## src/rsts_pkg.sv

```systemverilog
// constants, register map and types for the remote state / trigger select block
package rsts_pkg;

   // register byte offsets
   localparam logic [7:0] OFF_CMD    = 8'h00; // command strobe register (write)
   localparam logic [7:0] OFF_CTRL   = 8'h04; // interface and emulation control
   localparam logic [7:0] OFF_STATE  = 8'h08; // remote/local and trigger state
   localparam logic [7:0] OFF_STAT   = 8'h0c; // sticky event status, write one to clear
   localparam logic [7:0] OFF_MASK   = 8'h10; // interrupt mask
   localparam logic [7:0] OFF_TERM   = 8'h14; // message terminator selection
   localparam logic [7:0] OFF_TCOUNT = 8'h18; // measurement start counter

   // command register fields
   localparam int CMD_CODE_LSB = 0;  // command code
   localparam int CMD_CODE_W   = 4;
   localparam int CMD_ARG_LSB  = 8;  // argument
   localparam int CMD_ARG_W    = 4;
   localparam int CMD_SRC_BIT  = 16; // 1: received on the parallel bus, 0: serial

   // command codes
   localparam logic [3:0] CMD_NONE    = 4'h0;
   localparam logic [3:0] CMD_REMOTE  = 4'h1; // enter_remote_cmd
   localparam logic [3:0] CMD_RLOCK   = 4'h2; // remote_lockout_cmd
   localparam logic [3:0] CMD_LOCAL   = 4'h3; // enter_local_cmd
   localparam logic [3:0] CMD_LLOCK   = 4'h4; // local_lockout_cmd
   localparam logic [3:0] CMD_TRIGTYP = 4'h5; // trigger type, argument 1..5
   localparam logic [3:0] CMD_STARTRG = 4'h6; // star-trigger command
   localparam logic [3:0] CMD_GETMSG  = 4'h7; // group execute trigger message
   localparam logic [3:0] CMD_EMUL    = 4'h8; // emulation on (arg bit0)
   localparam logic [3:0] CMD_TERMSEL = 4'h9; // terminators, arg bits cr/lf/eoi

   // control register fields
   localparam int CTRL_SER_EN  = 0; // serial interface enabled
   localparam int CTRL_GPIB_ACT = 1; // parallel bus interface selected
   localparam int CTRL_LAN_SEL = 2; // lan interface selected
   localparam int CTRL_PANEL_EMUL = 3; // front panel asks for emulation

   // trigger type limits and internal type
   localparam logic [3:0] TRIG_MIN = 4'h1;
   localparam logic [3:0] TRIG_MAX = 4'h5;
   localparam logic [3:0] TRIG_INT = 4'h1;

   // status bits
   localparam int ST_EXEC_ERR = 0; // bad argument
   localparam int ST_TRIG     = 1; // measurement started
   localparam int ST_IGNORED  = 2; // command refused
   localparam int ST_W        = 3;

   // settling delay and internal trigger period
   localparam int CLK_MHZ        = 125;
   localparam int SETTLE_US      = 1;
   localparam int SETTLE_CYC     = SETTLE_US * CLK_MHZ;
   localparam int INT_PERIOD_US  = 20;
   localparam int INT_PERIOD_CYC = INT_PERIOD_US * CLK_MHZ;

   // remote/local modes
   typedef enum logic [1:0]
   {
      RL_LOCAL  = 2'b00,
      RL_REMOTE = 2'b01,
      RL_RLOCK  = 2'b10,
      RL_LLOCK  = 2'b11
   } rsts_rl_t;

   // measurement start sequencer
   typedef enum logic [1:0]
   {
      MS_IDLE   = 2'b00,
      MS_SETTLE = 2'b01,
      MS_START  = 2'b10
   } rsts_ms_t;

endpackage

```

## src/rsts_top.sv

```systemverilog
// remote/local state, trigger selection and trigger sources with apb registers
`timescale 1ns/10ps
module rsts_top
(
   // clock and reset
   input  wire logic        clock,
   input  wire logic        rstn,
   // apb slave
   input  wire logic        psel,
   input  wire logic        penable,
   input  wire logic        pwrite,
   input  wire logic [7:0]  paddr,
   input  wire logic [31:0] pwdata,
   output logic      [31:0] prdata,
   output logic             pready,
   output logic             pslverr,
   // rear panel trigger pin
   input  wire logic        rear_trig_n,
   // front panel and measurement engine
   output logic             keys_locked,
   output logic             local_key_en,
   output logic             show_local,
   output logic             show_locked,
   output logic             meas_start,
   output logic             term_cr,
   output logic             term_lf,
   output logic             term_eoi,
   output logic             emul_on,
   // interrupt
   output logic             irq
);

   ////////////////////////////////////////////////////////////////////////////
   // helpers

   // settling delay for a trigger type
   function automatic logic type_delays(input logic [3:0] t);
      type_delays = (t == 4'h3) || (t == 4'h5);
   endfunction

   // argument of a command word lies in range
   function automatic logic type_valid(input logic [3:0] t);
      type_valid = (t >= rsts_pkg::TRIG_MIN) && (t <= rsts_pkg::TRIG_MAX);
   endfunction

   ////////////////////////////////////////////////////////////////////////////
   // apb decode

   logic        wr_en;         // write access phase
   logic        rd_en;         // read access phase
   logic        addr_ok;       // mapped offset
   logic [3:0]  cmd_code;      // decoded command code
   logic [3:0]  cmd_arg;       // command argument
   logic        cmd_par;       // command came from the parallel bus
   logic        cmd_v;         // command strobe

   assign wr_en    = psel && penable && pwrite;
   assign rd_en    = psel && penable && !pwrite;
   assign addr_ok  = (paddr == rsts_pkg::OFF_CMD)   || (paddr == rsts_pkg::OFF_CTRL)
                  || (paddr == rsts_pkg::OFF_STATE) || (paddr == rsts_pkg::OFF_STAT)
                  || (paddr == rsts_pkg::OFF_MASK)  || (paddr == rsts_pkg::OFF_TERM)
                  || (paddr == rsts_pkg::OFF_TCOUNT);
   assign cmd_v    = wr_en && (paddr == rsts_pkg::OFF_CMD);
   assign cmd_code = pwdata[rsts_pkg::CMD_CODE_LSB +: rsts_pkg::CMD_CODE_W];
   assign cmd_arg  = pwdata[rsts_pkg::CMD_ARG_LSB +: rsts_pkg::CMD_ARG_W];
   assign cmd_par  = pwdata[rsts_pkg::CMD_SRC_BIT];
   // commands arrive already tokenised, so spaced, comma and packed forms all map alike

   ////////////////////////////////////////////////////////////////////////////
   // control register

   logic [3:0] ctrl_q;         // serial en, parallel active, lan select, panel emulation

   // software-written interface selection
   always_ff @(posedge clock or negedge rstn)
   begin
      if (!rstn)
         ctrl_q <= 4'h0;
      else if (wr_en && paddr == rsts_pkg::OFF_CTRL)
         ctrl_q <= pwdata[3:0];
   end

   ////////////////////////////////////////////////////////////////////////////
   // remote/local state

   rsts_pkg::rsts_rl_t rl_q;   // current remote/local mode
   logic               rl_ok;  // state commands are accepted

   assign rl_ok = ctrl_q[rsts_pkg::CTRL_SER_EN];

   // state changes only while serial interface is on
   always_ff @(posedge clock or negedge rstn)
   begin
      if (!rstn)
         rl_q <= rsts_pkg::RL_LOCAL;
      else if (cmd_v && rl_ok)
      begin
         unique case (cmd_code)
            rsts_pkg::CMD_REMOTE: rl_q <= rsts_pkg::RL_REMOTE;
            rsts_pkg::CMD_RLOCK:  rl_q <= rsts_pkg::RL_RLOCK;
            rsts_pkg::CMD_LOCAL:  rl_q <= rsts_pkg::RL_LOCAL;
            rsts_pkg::CMD_LLOCK:  rl_q <= rsts_pkg::RL_LLOCK;
            default:              rl_q <= rl_q;
         endcase
      end
   end

   // front panel outputs registered from the mode
   always_ff @(posedge clock or negedge rstn)
   begin
      if (!rstn)
      begin
         keys_locked  <= 1'b0;
         local_key_en <= 1'b1;
         show_local   <= 1'b0;
         show_locked  <= 1'b0;
      end
      else
      begin
         keys_locked  <= (rl_q != rsts_pkg::RL_LOCAL);
         local_key_en <= (rl_q == rsts_pkg::RL_LOCAL) || (rl_q == rsts_pkg::RL_REMOTE);
         show_local   <= (rl_q == rsts_pkg::RL_REMOTE);
         show_locked  <= (rl_q == rsts_pkg::RL_RLOCK);
      end
   end

   ////////////////////////////////////////////////////////////////////////////
   // trigger type

   logic [3:0] ttype_q;        // selected trigger type 1..5
   logic       is_state_cmd;   // command is one of the four state commands
   logic       type_bad;       // trigger type command with bad argument

   assign is_state_cmd = (cmd_code == rsts_pkg::CMD_REMOTE) || (cmd_code == rsts_pkg::CMD_RLOCK)
                      || (cmd_code == rsts_pkg::CMD_LOCAL)  || (cmd_code == rsts_pkg::CMD_LLOCK);
   assign type_bad     = cmd_v && (cmd_code == rsts_pkg::CMD_TRIGTYP) && !type_valid(cmd_arg);

   // a bad argument leaves the old type in place
   always_ff @(posedge clock or negedge rstn)
   begin
      if (!rstn)
         ttype_q <= rsts_pkg::TRIG_INT;
      else if (cmd_v && cmd_code == rsts_pkg::CMD_TRIGTYP && type_valid(cmd_arg))
         ttype_q <= cmd_arg;
   end

   ////////////////////////////////////////////////////////////////////////////
   // emulation mode and terminators

   logic emul_ok;              // emulation may be chosen

   assign emul_ok = ctrl_q[rsts_pkg::CTRL_GPIB_ACT] && !ctrl_q[rsts_pkg::CTRL_SER_EN]
                 && !ctrl_q[rsts_pkg::CTRL_LAN_SEL];

   // emulation falls away once the parallel bus is no longer the only interface (serial or lan on, or bus off)
   always_ff @(posedge clock or negedge rstn)
   begin
      if (!rstn)
         emul_on <= 1'b0;
      else if (!emul_ok)
         emul_on <= 1'b0;
      else if (cmd_v && cmd_code == rsts_pkg::CMD_EMUL)
         emul_on <= cmd_arg[0];
      else if (ctrl_q[rsts_pkg::CTRL_PANEL_EMUL])
         emul_on <= 1'b1;
   end

   // terminators, each its own bit, only settable in emulation
   always_ff @(posedge clock or negedge rstn)
   begin
      if (!rstn)
      begin
         term_cr  <= 1'b1;
         term_lf  <= 1'b1;
         term_eoi <= 1'b1;
      end
      else if (emul_on && ((cmd_v && cmd_code == rsts_pkg::CMD_TERMSEL)
                        || (wr_en && paddr == rsts_pkg::OFF_TERM)))
      begin
         term_cr  <= (paddr == rsts_pkg::OFF_TERM) ? pwdata[0] : cmd_arg[0];
         term_lf  <= (paddr == rsts_pkg::OFF_TERM) ? pwdata[1] : cmd_arg[1];
         term_eoi <= (paddr == rsts_pkg::OFF_TERM) ? pwdata[2] : cmd_arg[2];
      end
   end

   ////////////////////////////////////////////////////////////////////////////
   // rear trigger pin synchroniser and edge

   logic rear_s1_q;            // first stage, read only by the second
   logic rear_s2_q;            // second stage
   logic rear_s3_q;            // previous level for edge detect
   logic rear_fall;            // falling edge seen

   // two stages, then edge history
   always_ff @(posedge clock or negedge rstn)
   begin
      if (!rstn)
      begin
         rear_s1_q <= 1'b1;
         rear_s2_q <= 1'b1;
         rear_s3_q <= 1'b1;
      end
      else
      begin
         rear_s1_q <= rear_trig_n;
         rear_s2_q <= rear_s1_q;
         rear_s3_q <= rear_s2_q;
      end
   end

   assign rear_fall = rear_s3_q && !rear_s2_q;

   ////////////////////////////////////////////////////////////////////////////
   // internal trigger source

   logic [15:0] int_cnt_q;     // period counter
   logic        int_tick;      // internal trigger pulse

   // free-running while internal type is chosen
   always_ff @(posedge clock or negedge rstn)
   begin
      if (!rstn)
         int_cnt_q <= 16'h0000;
      else if (ttype_q != rsts_pkg::TRIG_INT || int_tick)
         int_cnt_q <= 16'h0000;
      else
         int_cnt_q <= int_cnt_q + 16'h0001;
   end

   assign int_tick = (ttype_q == rsts_pkg::TRIG_INT)
                  && (int_cnt_q == 16'(rsts_pkg::INT_PERIOD_CYC - 1));

   ////////////////////////////////////////////////////////////////////////////
   // trigger selection

   logic ext_sel;              // any external type
   logic bus_trig;             // trigger command from a bus
   logic trig_ev;              // trigger from the selected source

   assign ext_sel  = (ttype_q != rsts_pkg::TRIG_INT);
   // star-trigger from either bus, group trigger only from the parallel bus
   assign bus_trig = cmd_v && ((cmd_code == rsts_pkg::CMD_STARTRG)
                            || (cmd_code == rsts_pkg::CMD_GETMSG && cmd_par));
   // rear pin enabled for types 2..5 alike; no serial line source exists
   assign trig_ev  = ext_sel ? (rear_fall || bus_trig) : int_tick;

   ////////////////////////////////////////////////////////////////////////////
   // measurement start sequencer

   rsts_pkg::rsts_ms_t ms_q;    // sequencer state
   logic [7:0]         settle_q; // settling counter

   // triggers during settling are dropped, the pending one is already queued
   always_ff @(posedge clock or negedge rstn)
   begin
      if (!rstn)
      begin
         ms_q     <= rsts_pkg::MS_IDLE;
         settle_q <= 8'h00;
      end
      else
      begin
         unique case (ms_q)
            rsts_pkg::MS_IDLE:
               if (trig_ev)
               begin
                  settle_q <= 8'h00;
                  ms_q     <= type_delays(ttype_q) ? rsts_pkg::MS_SETTLE : rsts_pkg::MS_START;
               end
            rsts_pkg::MS_SETTLE:
               if (settle_q == 8'(rsts_pkg::SETTLE_CYC - 1))
                  ms_q <= rsts_pkg::MS_START;
               else
                  settle_q <= settle_q + 8'h01;
            rsts_pkg::MS_START:
               ms_q <= rsts_pkg::MS_IDLE;
            default:
               ms_q <= rsts_pkg::MS_IDLE;
         endcase
      end
   end

   // one-cycle start pulse to the measurement engine
   always_ff @(posedge clock or negedge rstn)
   begin
      if (!rstn)
         meas_start <= 1'b0;
      else
         meas_start <= (ms_q == rsts_pkg::MS_START);
   end

   logic [15:0] tcount_q;      // number of starts

   always_ff @(posedge clock or negedge rstn)
   begin
      if (!rstn)
         tcount_q <= 16'h0000;
      else if (ms_q == rsts_pkg::MS_START)
         tcount_q <= tcount_q + 16'h0001;
   end

   ////////////////////////////////////////////////////////////////////////////
   // interrupt status and mask

   logic [2:0] stat_q;         // sticky events
   logic [2:0] mask_q;         // enable per event
   logic [2:0] stat_set;       // events this cycle
   logic [2:0] stat_clr;       // write-one-to-clear

   assign stat_set[rsts_pkg::ST_EXEC_ERR] = type_bad;
   assign stat_set[rsts_pkg::ST_TRIG]     = (ms_q == rsts_pkg::MS_START);
   assign stat_set[rsts_pkg::ST_IGNORED]  = cmd_v && is_state_cmd && !rl_ok;
   assign stat_clr = (wr_en && paddr == rsts_pkg::OFF_STAT) ? pwdata[2:0] : 3'h0;

   // set beats clear in the same cycle
   always_ff @(posedge clock or negedge rstn)
   begin
      if (!rstn)
         stat_q <= 3'h0;
      else
         stat_q <= (stat_q & ~stat_clr) | stat_set;
   end

   always_ff @(posedge clock or negedge rstn)
   begin
      if (!rstn)
         mask_q <= 3'h0;
      else if (wr_en && paddr == rsts_pkg::OFF_MASK)
         mask_q <= pwdata[2:0];
   end

   // level interrupt from a flop
   always_ff @(posedge clock or negedge rstn)
   begin
      if (!rstn)
         irq <= 1'b0;
      else
         irq <= |(((stat_q & ~stat_clr) | stat_set) & mask_q);
   end

   ////////////////////////////////////////////////////////////////////////////
   // apb answer, no wait state, with outputs still taken from flops

   logic [31:0] rd_mux;        // read data select

   always_comb
   begin
      rd_mux = 32'h0000_0000;
      unique case (paddr)
         rsts_pkg::OFF_CTRL:   rd_mux = {28'h0, ctrl_q};
         rsts_pkg::OFF_STATE:  rd_mux = {22'h0, emul_on, term_eoi, term_lf, term_cr, ttype_q, rl_q};
         rsts_pkg::OFF_STAT:   rd_mux = {29'h0, stat_q};
         rsts_pkg::OFF_MASK:   rd_mux = {29'h0, mask_q};
         rsts_pkg::OFF_TERM:   rd_mux = {29'h0, term_eoi, term_lf, term_cr};
         rsts_pkg::OFF_TCOUNT: rd_mux = {16'h0, tcount_q};
         default:              rd_mux = 32'h0000_0000;
      endcase
   end

   // pready rises in the first access cycle and drops after
   always_ff @(posedge clock or negedge rstn)
   begin
      if (!rstn)
      begin
         pready  <= 1'b0;
         pslverr <= 1'b0;
         prdata  <= 32'h0000_0000;
      end
      else
      begin
         pready  <= psel && !penable;
         pslverr <= psel && !penable && !addr_ok;
         prdata  <= (psel && !penable && !pwrite) ? rd_mux : 32'h0000_0000;
      end
   end

endmodule
```

## config.mk

```make
export PLATFORM = sky130hd
export DESIGN_NAME = rsts_top
export DESIGN_NICKNAME = d
export VERILOG_FILES = /design/src/rsts_pkg.sv /design/src/rsts_top.sv
export SDC_FILE = /design/constraint.sdc
export NUM_CORES = 1
export LEC_CHECK = 0
export ABC_CLOCK_PERIOD_IN_PS = 2630
export BUFFER_PORTS_ARGS = -buffer_cell sky130_fd_sc_hd__buf_2
export CAP_MARGIN = 20
export CORE_ASPECT_RATIO = 2
export CORE_MARGIN = 2
export CORE_UTILIZATION = 30
export CTS_BUF_LIST = sky130_fd_sc_hd__clkbuf_2
export DETAILED_ROUTE_END_ITERATION = 10
export PLACE_DENSITY = 0.46
export SYNTH_ARGS = -nofsm -noshare
export SYNTH_HDL_FRONTEND = slang
export SYNTH_SLANG_ARGS = --single-unit
export TNS_END_PERCENT = 5
```

## constraint.sdc

```tcl
create_clock -name clock -period 2.63 [get_ports clock]
set_input_delay 0.3945 -clock clock [delete_from_list [all_inputs] [get_ports clock]]
set_output_delay 0.3945 -clock clock [all_outputs]
set_load 0.03 [all_outputs]
```

# [Yosys cells after proc, flatten, opt, wreduce, memory -nomap -nowiden]
# Index checks and enable logic that the tools add are counted.
[op_classes] shift=0 muxes=19 mul=0 n_reduce_logical=58 addsub=3 bitwise_logic=4 order_cmp=2 div=0 eq_ne=29
[ops] operator="16-bit case mux with 6 select lines" count=1
[ops] operator="16-bit by 1-bit adder with 16-bit output (second input constant)" count=2
[ops] operator="32-bit two-way mux" count=1
[ops] operator="1-bit logical AND" count=26
[ops] operator="8-bit by 5-bit == test with 1-bit output (second input constant)" count=3
[ops] operator="4-bit by 3-bit == test with 1-bit output (second input constant)" count=5
[ops] operator="16-bit by 12-bit == test with 1-bit output (second input constant)" count=1
[ops] operator="8-bit by 4-bit == test with 1-bit output (second input constant)" count=2
[ops] operator="16-bit two-way mux" count=1
[ops] operator="8-bit two-way mux" count=2
[ops] operator="8-bit case mux with 2 select lines" count=1
[ops] operator="1-bit logical OR" count=15
[ops] operator="4-bit by 2-bit == test with 1-bit output (second input constant)" count=3
[ops] operator="8-bit by 1-bit adder with 8-bit output (second input constant)" count=1
[ops] operator="4-bit by 1-bit == test with 1-bit output (second input constant)" count=2
[ops] operator="4-bit == test (second input constant)" count=2
[ops] operator="8-bit by 3-bit == test with 1-bit output (second input constant)" count=1
[ops] operator="8-bit by 7-bit == test with 1-bit output (second input constant)" count=1
[ops] operator="8-bit logical NOT" count=1
[ops] operator="2-bit case mux with 4 select lines" count=1
[ops] operator="1-bit logical NOT" count=7
[ops] operator="1-bit two-way mux" count=7
[ops] operator="3-bit AND" count=2
[ops] operator="2-bit two-way mux" count=3
[ops] operator="17 further kinds" count=24
[word_totals] mem_bits_ro=0 n_memories=0 mem_bits_rw=0 wordCells=140 register_bits=105 latchBits=0

# [Longest topological paths before layout]
[logic_depth] depth_word=9 depth_mapped=7 ltp_nobuf=7

# [Worst setup path after synthesis]
# Ideal clock, no wire load.
[synth_timing] path_type="input to register" startpoint="in paddr[1]" endpoint="reg irq" t_arrival_ns=1.844 slack_ns=0.657 setup_ns=0.129 stages=5 required_time_ns=2.501 path_cell_list="or4_4 > nor4_4 > a21boi_1 > a31o_1 > a2111o_1"
[synth_between] elab_chain_cells=8 word_cells_on_any_way=14 classes_between="eq/ne (1); mux (1); bitwise (4); reduce/logical (8)"
[synth_lines] element="start: declaration" line_no="rsts_top.sv:12" rtl="input wire logic [7:0] paddr,"
[synth_lines] element="8-bit by 4-bit == test with 1-bit output" line_no="rsts_top.sv:313" rtl="assign stat_clr = (wr_en && paddr == rsts_pkg::OFF_STAT) ? pwdata[2:0] : 3'h0;"
[synth_lines] element="1-bit logical AND" line_no="rsts_top.sv:313"
[synth_lines] element="3-bit two-way mux" line_no="rsts_top.sv:313"
[synth_lines] element="3-bit NOT" line_no="rsts_top.sv:338" rtl="irq <= |(((stat_q & ~stat_clr) | stat_set) & mask_q);"
[synth_lines] element="3-bit AND" line_no="rsts_top.sv:338"
[synth_lines] element="3-bit bitwise OR (*)" line_no="rsts_top.sv:338"
[synth_lines] element="3-bit AND (*)" line_no="rsts_top.sv:338"
[synth_lines] element="3-bit OR reduction (*)" line_no="rsts_top.sv:338"
[synth_lines] element="end signal: assignment" line_no="rsts_top.sv:338"
[synth_lines] element="end: declaration" line_no="rsts_top.sv:30" rtl="output logic irq"
# Every way passes the cells marked *; elsewhere a longest branch is shown, timed or not.
# A chain may end at the register's enable or synchronous reset.

# [Final worst setup path]
[layout_timing] startpoint="reg int_cnt_q[0]" endpoint="reg int_cnt_q[14]"
[layout_between] elab_chain_cells=4 word_cells_on_any_way=5 classes_between="add/sub (1); eq/ne (1); mux (1); reduce/logical (2)"
[layout_lines] element="start: declaration" line_no="rsts_top.sv:216" rtl="logic [15:0] int_cnt_q;"
[layout_lines] element="start signal: assignment" line_no="rsts_top.sv:227" rtl="int_cnt_q <= int_cnt_q + 16'h0001;"
[layout_lines] element="parallel branches: the longest is 3 deep, another holds 16-bit by 1-bit adder with 16-bit output"
[layout_lines] element="16-bit two-way mux (*)" line_no="rsts_top.sv:224" rtl="else if (ttype_q != rsts_pkg::TRIG_INT || int_tick)"
# Mark *: on every way between the ends.

==> flow_summary_export.csv <==
group,metric,value,unit
global_routing,overflow,0,
global_routing,busiest_layer,"met2",
cts,postCtsSetupRepairBufs,0,
pwr,p_per_area,509.0,mW/mm2
floorplanning,initial_utilization,30.71,%
worst_hold_path,hold-path-endpoint,"ttype_q[0]$_DFFE_PN1P_",
layout,syn_to_final_growth,13.74,%
floorplanning,die_y,173.1,um
cts,cts_sinks,89,
cts,root_buffer,"clkbuf_2",
logic_synthesis,avgSynthCellArea,10.49,um2
timing,period_share,75.29,%
pwr,p_clk_share,29.4,%
logic_synthesis,synthDistinctLibCells,52,
setup_path,worstSetupStartpointType,"register",
floorplanning,core_area,0.01397,mm2
pwr,combPwrFrac,10.3,%
layout,nets,517,
timing,fin_worst_skew,61.04,ps
routing,drcViolationCount,0,
logic_synthesis,yosysSeqAreaShare,52.16,%
logic_synthesis,synth_top_cell_by_area,"dfrtp_1",
pwr,p_int,1.751,mW
setup_path,cp.depth,5,
floorplanning,io_pins,90,
layout,drive_above_1_share,22.46,%
logic_synthesis,synthCells,409,
timing,slew_headroom,61.23,%
timing,finalHoldViolations,0,
routing,vias,3198,
setup_path,worstSetupPathType,"reg -> reg",
logic_synthesis,synth_top_flop_cell,"dfrtp_1",
logic_synthesis,synth_edf_count,0,
routing,viasPerCell,4.831,
setup_path,max_stage_delay,580,ps
global_routing,grt_first_pass_wirelength,17330,um
cts,cts_buffer_depth,2,
pwr,seqPwrFrac,60.3,%
logic_synthesis,yosys_register_bits,89,
worst_hold_path,hp-start,"pwdata[8]",
timing,min_period,1980,ps
global_routing,globalRouteMet2Util,26.19,%
layout,multi_input_area,0.001896,mm2
placed_design,pre_cts_ws,381.7,ps
floorplanning,die_w,88.55,um
routing,first_pass_iters,4,
cts,clock_latency,590,ps
timing,maxSlewViolCount,0,
timing,tightest_slew,577.2,ps
cts,cts.clk_slew.worst_paths,280,ps
floorplanning,rows,61,
setup_path,crit_path_cell_trace,"ha_1, nand2_1, or4_1, or3_1, a21oi_1",
setup_path,crit_buf_inv,0,
pwr,leakage,2.242,nW
timing,rsz0062_at_grt,"false",
logic_synthesis,yosys-top-cells-count,"dfrtp_1, nor2_1, nand2_1, nand3_1",
logic_synthesis,synthTopCellsByArea,"dfrtp_1, dfstp_2, mux2_2",
floorplanning,die-area,0.01533,mm2
cts,cts_tree,"yes",
setup_path,cpLargestDelayFamily,"simple AND/OR/NAND/NOR gates",
routing,drt-total-wl,10620,um
timing,fin_tns_setup,0,ps
worst_hold_path,whs_path_depth,2,
setup_path,crit_required,3120,ps
setup_path,critical_path.max_fanout,5,
setup_path,endpoint_kind,"register",
layout,seqCellArea,0.002237,mm2
global_routing,grt_pass1_vias,3313,
routing,drt-initial-drc-count,170,
placed_design,place_hpwl,7957,um
pwr,p_sw_share,29.49,%
placed_design,numPortBuffers,50,
logic_synthesis,yosysTopAreaCellShare,47.26,%
status,status,"completed",
placed_design,place_congestion,0.8744,
job,cap_violations,0,
pwr,p_sw,0.7323,mW
routing,route.detailed.wl_per_inst,16.04,um
logic_synthesis,ys_warn_count,0,
timing,timing.final.ws_setup,649.8,ps
global_routing,met3_usage,2.482,%
worst_hold_path,hp-class,"in -> reg",
setup_path,r2r_slack,650,ps
global_routing,grt_usage,14.80,%
cts,cts.htree.levels,3,
setup_path,critPathArrivalTime,2470,ps
setup_path,reg2reg_depth,5,
layout,n_fill_cell,1432,
logic_synthesis,syn_area,0.004289,mm2
setup_path,rr_startpoint,"int_cnt_q[0]$_DFF_PN0_",
logic_synthesis,async_flop_share,100.0,%
logic_synthesis,synth_most_common_cell,"dfrtp_1",
global_routing,grt_max_degree,60,
setup_path,cpMaxStageDelayCell,"or4_1",
timing,setup_violations,0,
timing,max_freq,0.5050,GHz
global_routing,use_met1,16.49,%
cts,cts_buffers,9,
setup_path,r2r_end,"int_cnt_q[14]$_DFF_PN0_",
global_routing,antenna_found_initial,1,
pwr,ir_drop,0.2015,mV
routing,postRouteAntennaNets,0,
==> registers in the layout (all words and copies together), names as in the netlist, 2 cells and up <==
name / count
tcount_q: 16
mask_q: 3
ms_q: 2
int_cnt_q: 16
prdata: 16
rl_q: 2
stat_q: 3
settle_q: 8
ttype_q: 4
ctrl_q: 4
==> cells by family (layout without fill, tap and decap cells) <==
group	after synthesis	count (layout)	synth area share [%]
and+or+nand+nor	171	171	21.27
DFF	89	89	52.16
AOI/OAI and AO/OA	54	54	8.781
buffers and inverters	39	87	4.959
xor gates and xnor gates	30	30	6.126
muxes	21	21	5.455
adders and majority gates	4	4	1.167
other	1	17	0.08743
==> cells in the final DEF (no fill, tap or decap), types with 4 or more instances in the layout <==
cell / count
a22oi_1: 10
nand2_1: 30
clkbuf_2: 10
xnor2_1: 18
a21oi_1: 6
ha_1: 4
nor2b_1: 10
nand4_1: 11
nor3_1: 4
a211oi_1: 4
dfrtp_1: 81
o21ai_0: 10
conb_1: 16
inv_1: 10
dfstp_2: 8
nand3_1: 20
or3_1: 5
nor2_1: 48
xor2_1: 12
mux2_2: 16
buf_2: 49
and3_1: 18
nor4_1: 4
buf_4: 9
a22o_1: 5
==> worst max-delay path by stage <==
| stage | start | endpoint |
|---|---|---|
| floorplan | paddr[1] | irq$_DFF_PN0_ |
| global placement | paddr[1] | irq$_DFF_PN0_ |
| detailed placement | paddr[1] | irq$_DFF_PN0_ |
| CTS | int_cnt_q[0]$_DFF_PN0_ | int_cnt_q[14]$_DFF_PN0_ |
| global route | int_cnt_q[0]$_DFF_PN0_ | ms_q[1]$_DFFE_PN0P_ |
| finish | int_cnt_q[0]$_DFF_PN0_ | int_cnt_q[14]$_DFF_PN0_ |
==> area by class of cell <==
type	count	share of cell area, %
antenna	1	0.05130
clock buffer	10	1.026
clock inverter	6	1.359
inverter	10	0.7694
multi-input combinational	296	38.86
sequential	89	45.86
tap	189	4.847
timing repair buffer	61	7.233
==> metrics by stage <==
step	instances	power (mW)	hold slack (ps)	instance area [um2]	util, %
finish	662	2.483	61.99	4878	34.93
global placement	643	1.770	355.2	4740	33.93
floorplan	424	1.684	98.91	4345	-
CTS	661	2.526	24.21	4876	34.91
global route	662	2.616	44.47	4878	34.93
detailed placement	643	1.778	358.3	4740	33.93
==> metal layers <==
metal,routed length (um),up-vias
met4,361,0
met5,0,-
met1,3945,1570
li1,-,1535
met3,342,21
met2,5967,72
==> power groups by stage <==
stage | Sequential (mW) | Clock, mW | Combinational, mW
2_1_floorplan | 1.50 | 0 | 0.188
3_3_place_gp | 1.52 | 0 | 0.254
3_5_place_dp | 1.52 | 0 | 0.257
4_1_cts | 1.50 | 0.767 | 0.260
5_1_grt | 1.51 | 0.822 | 0.285
6_report | 1.50 | 0.730 | 0.256
==> what timing repair did <==
item / CTS / global route
endpoints found under the setup margin: 0 / 0
gates resized for setup: 0 / 0
endpoints found under the hold margin: 31 / 0
hold buffers: 2 / 0
No activity file was read; power rests on OpenSTA's default activity.
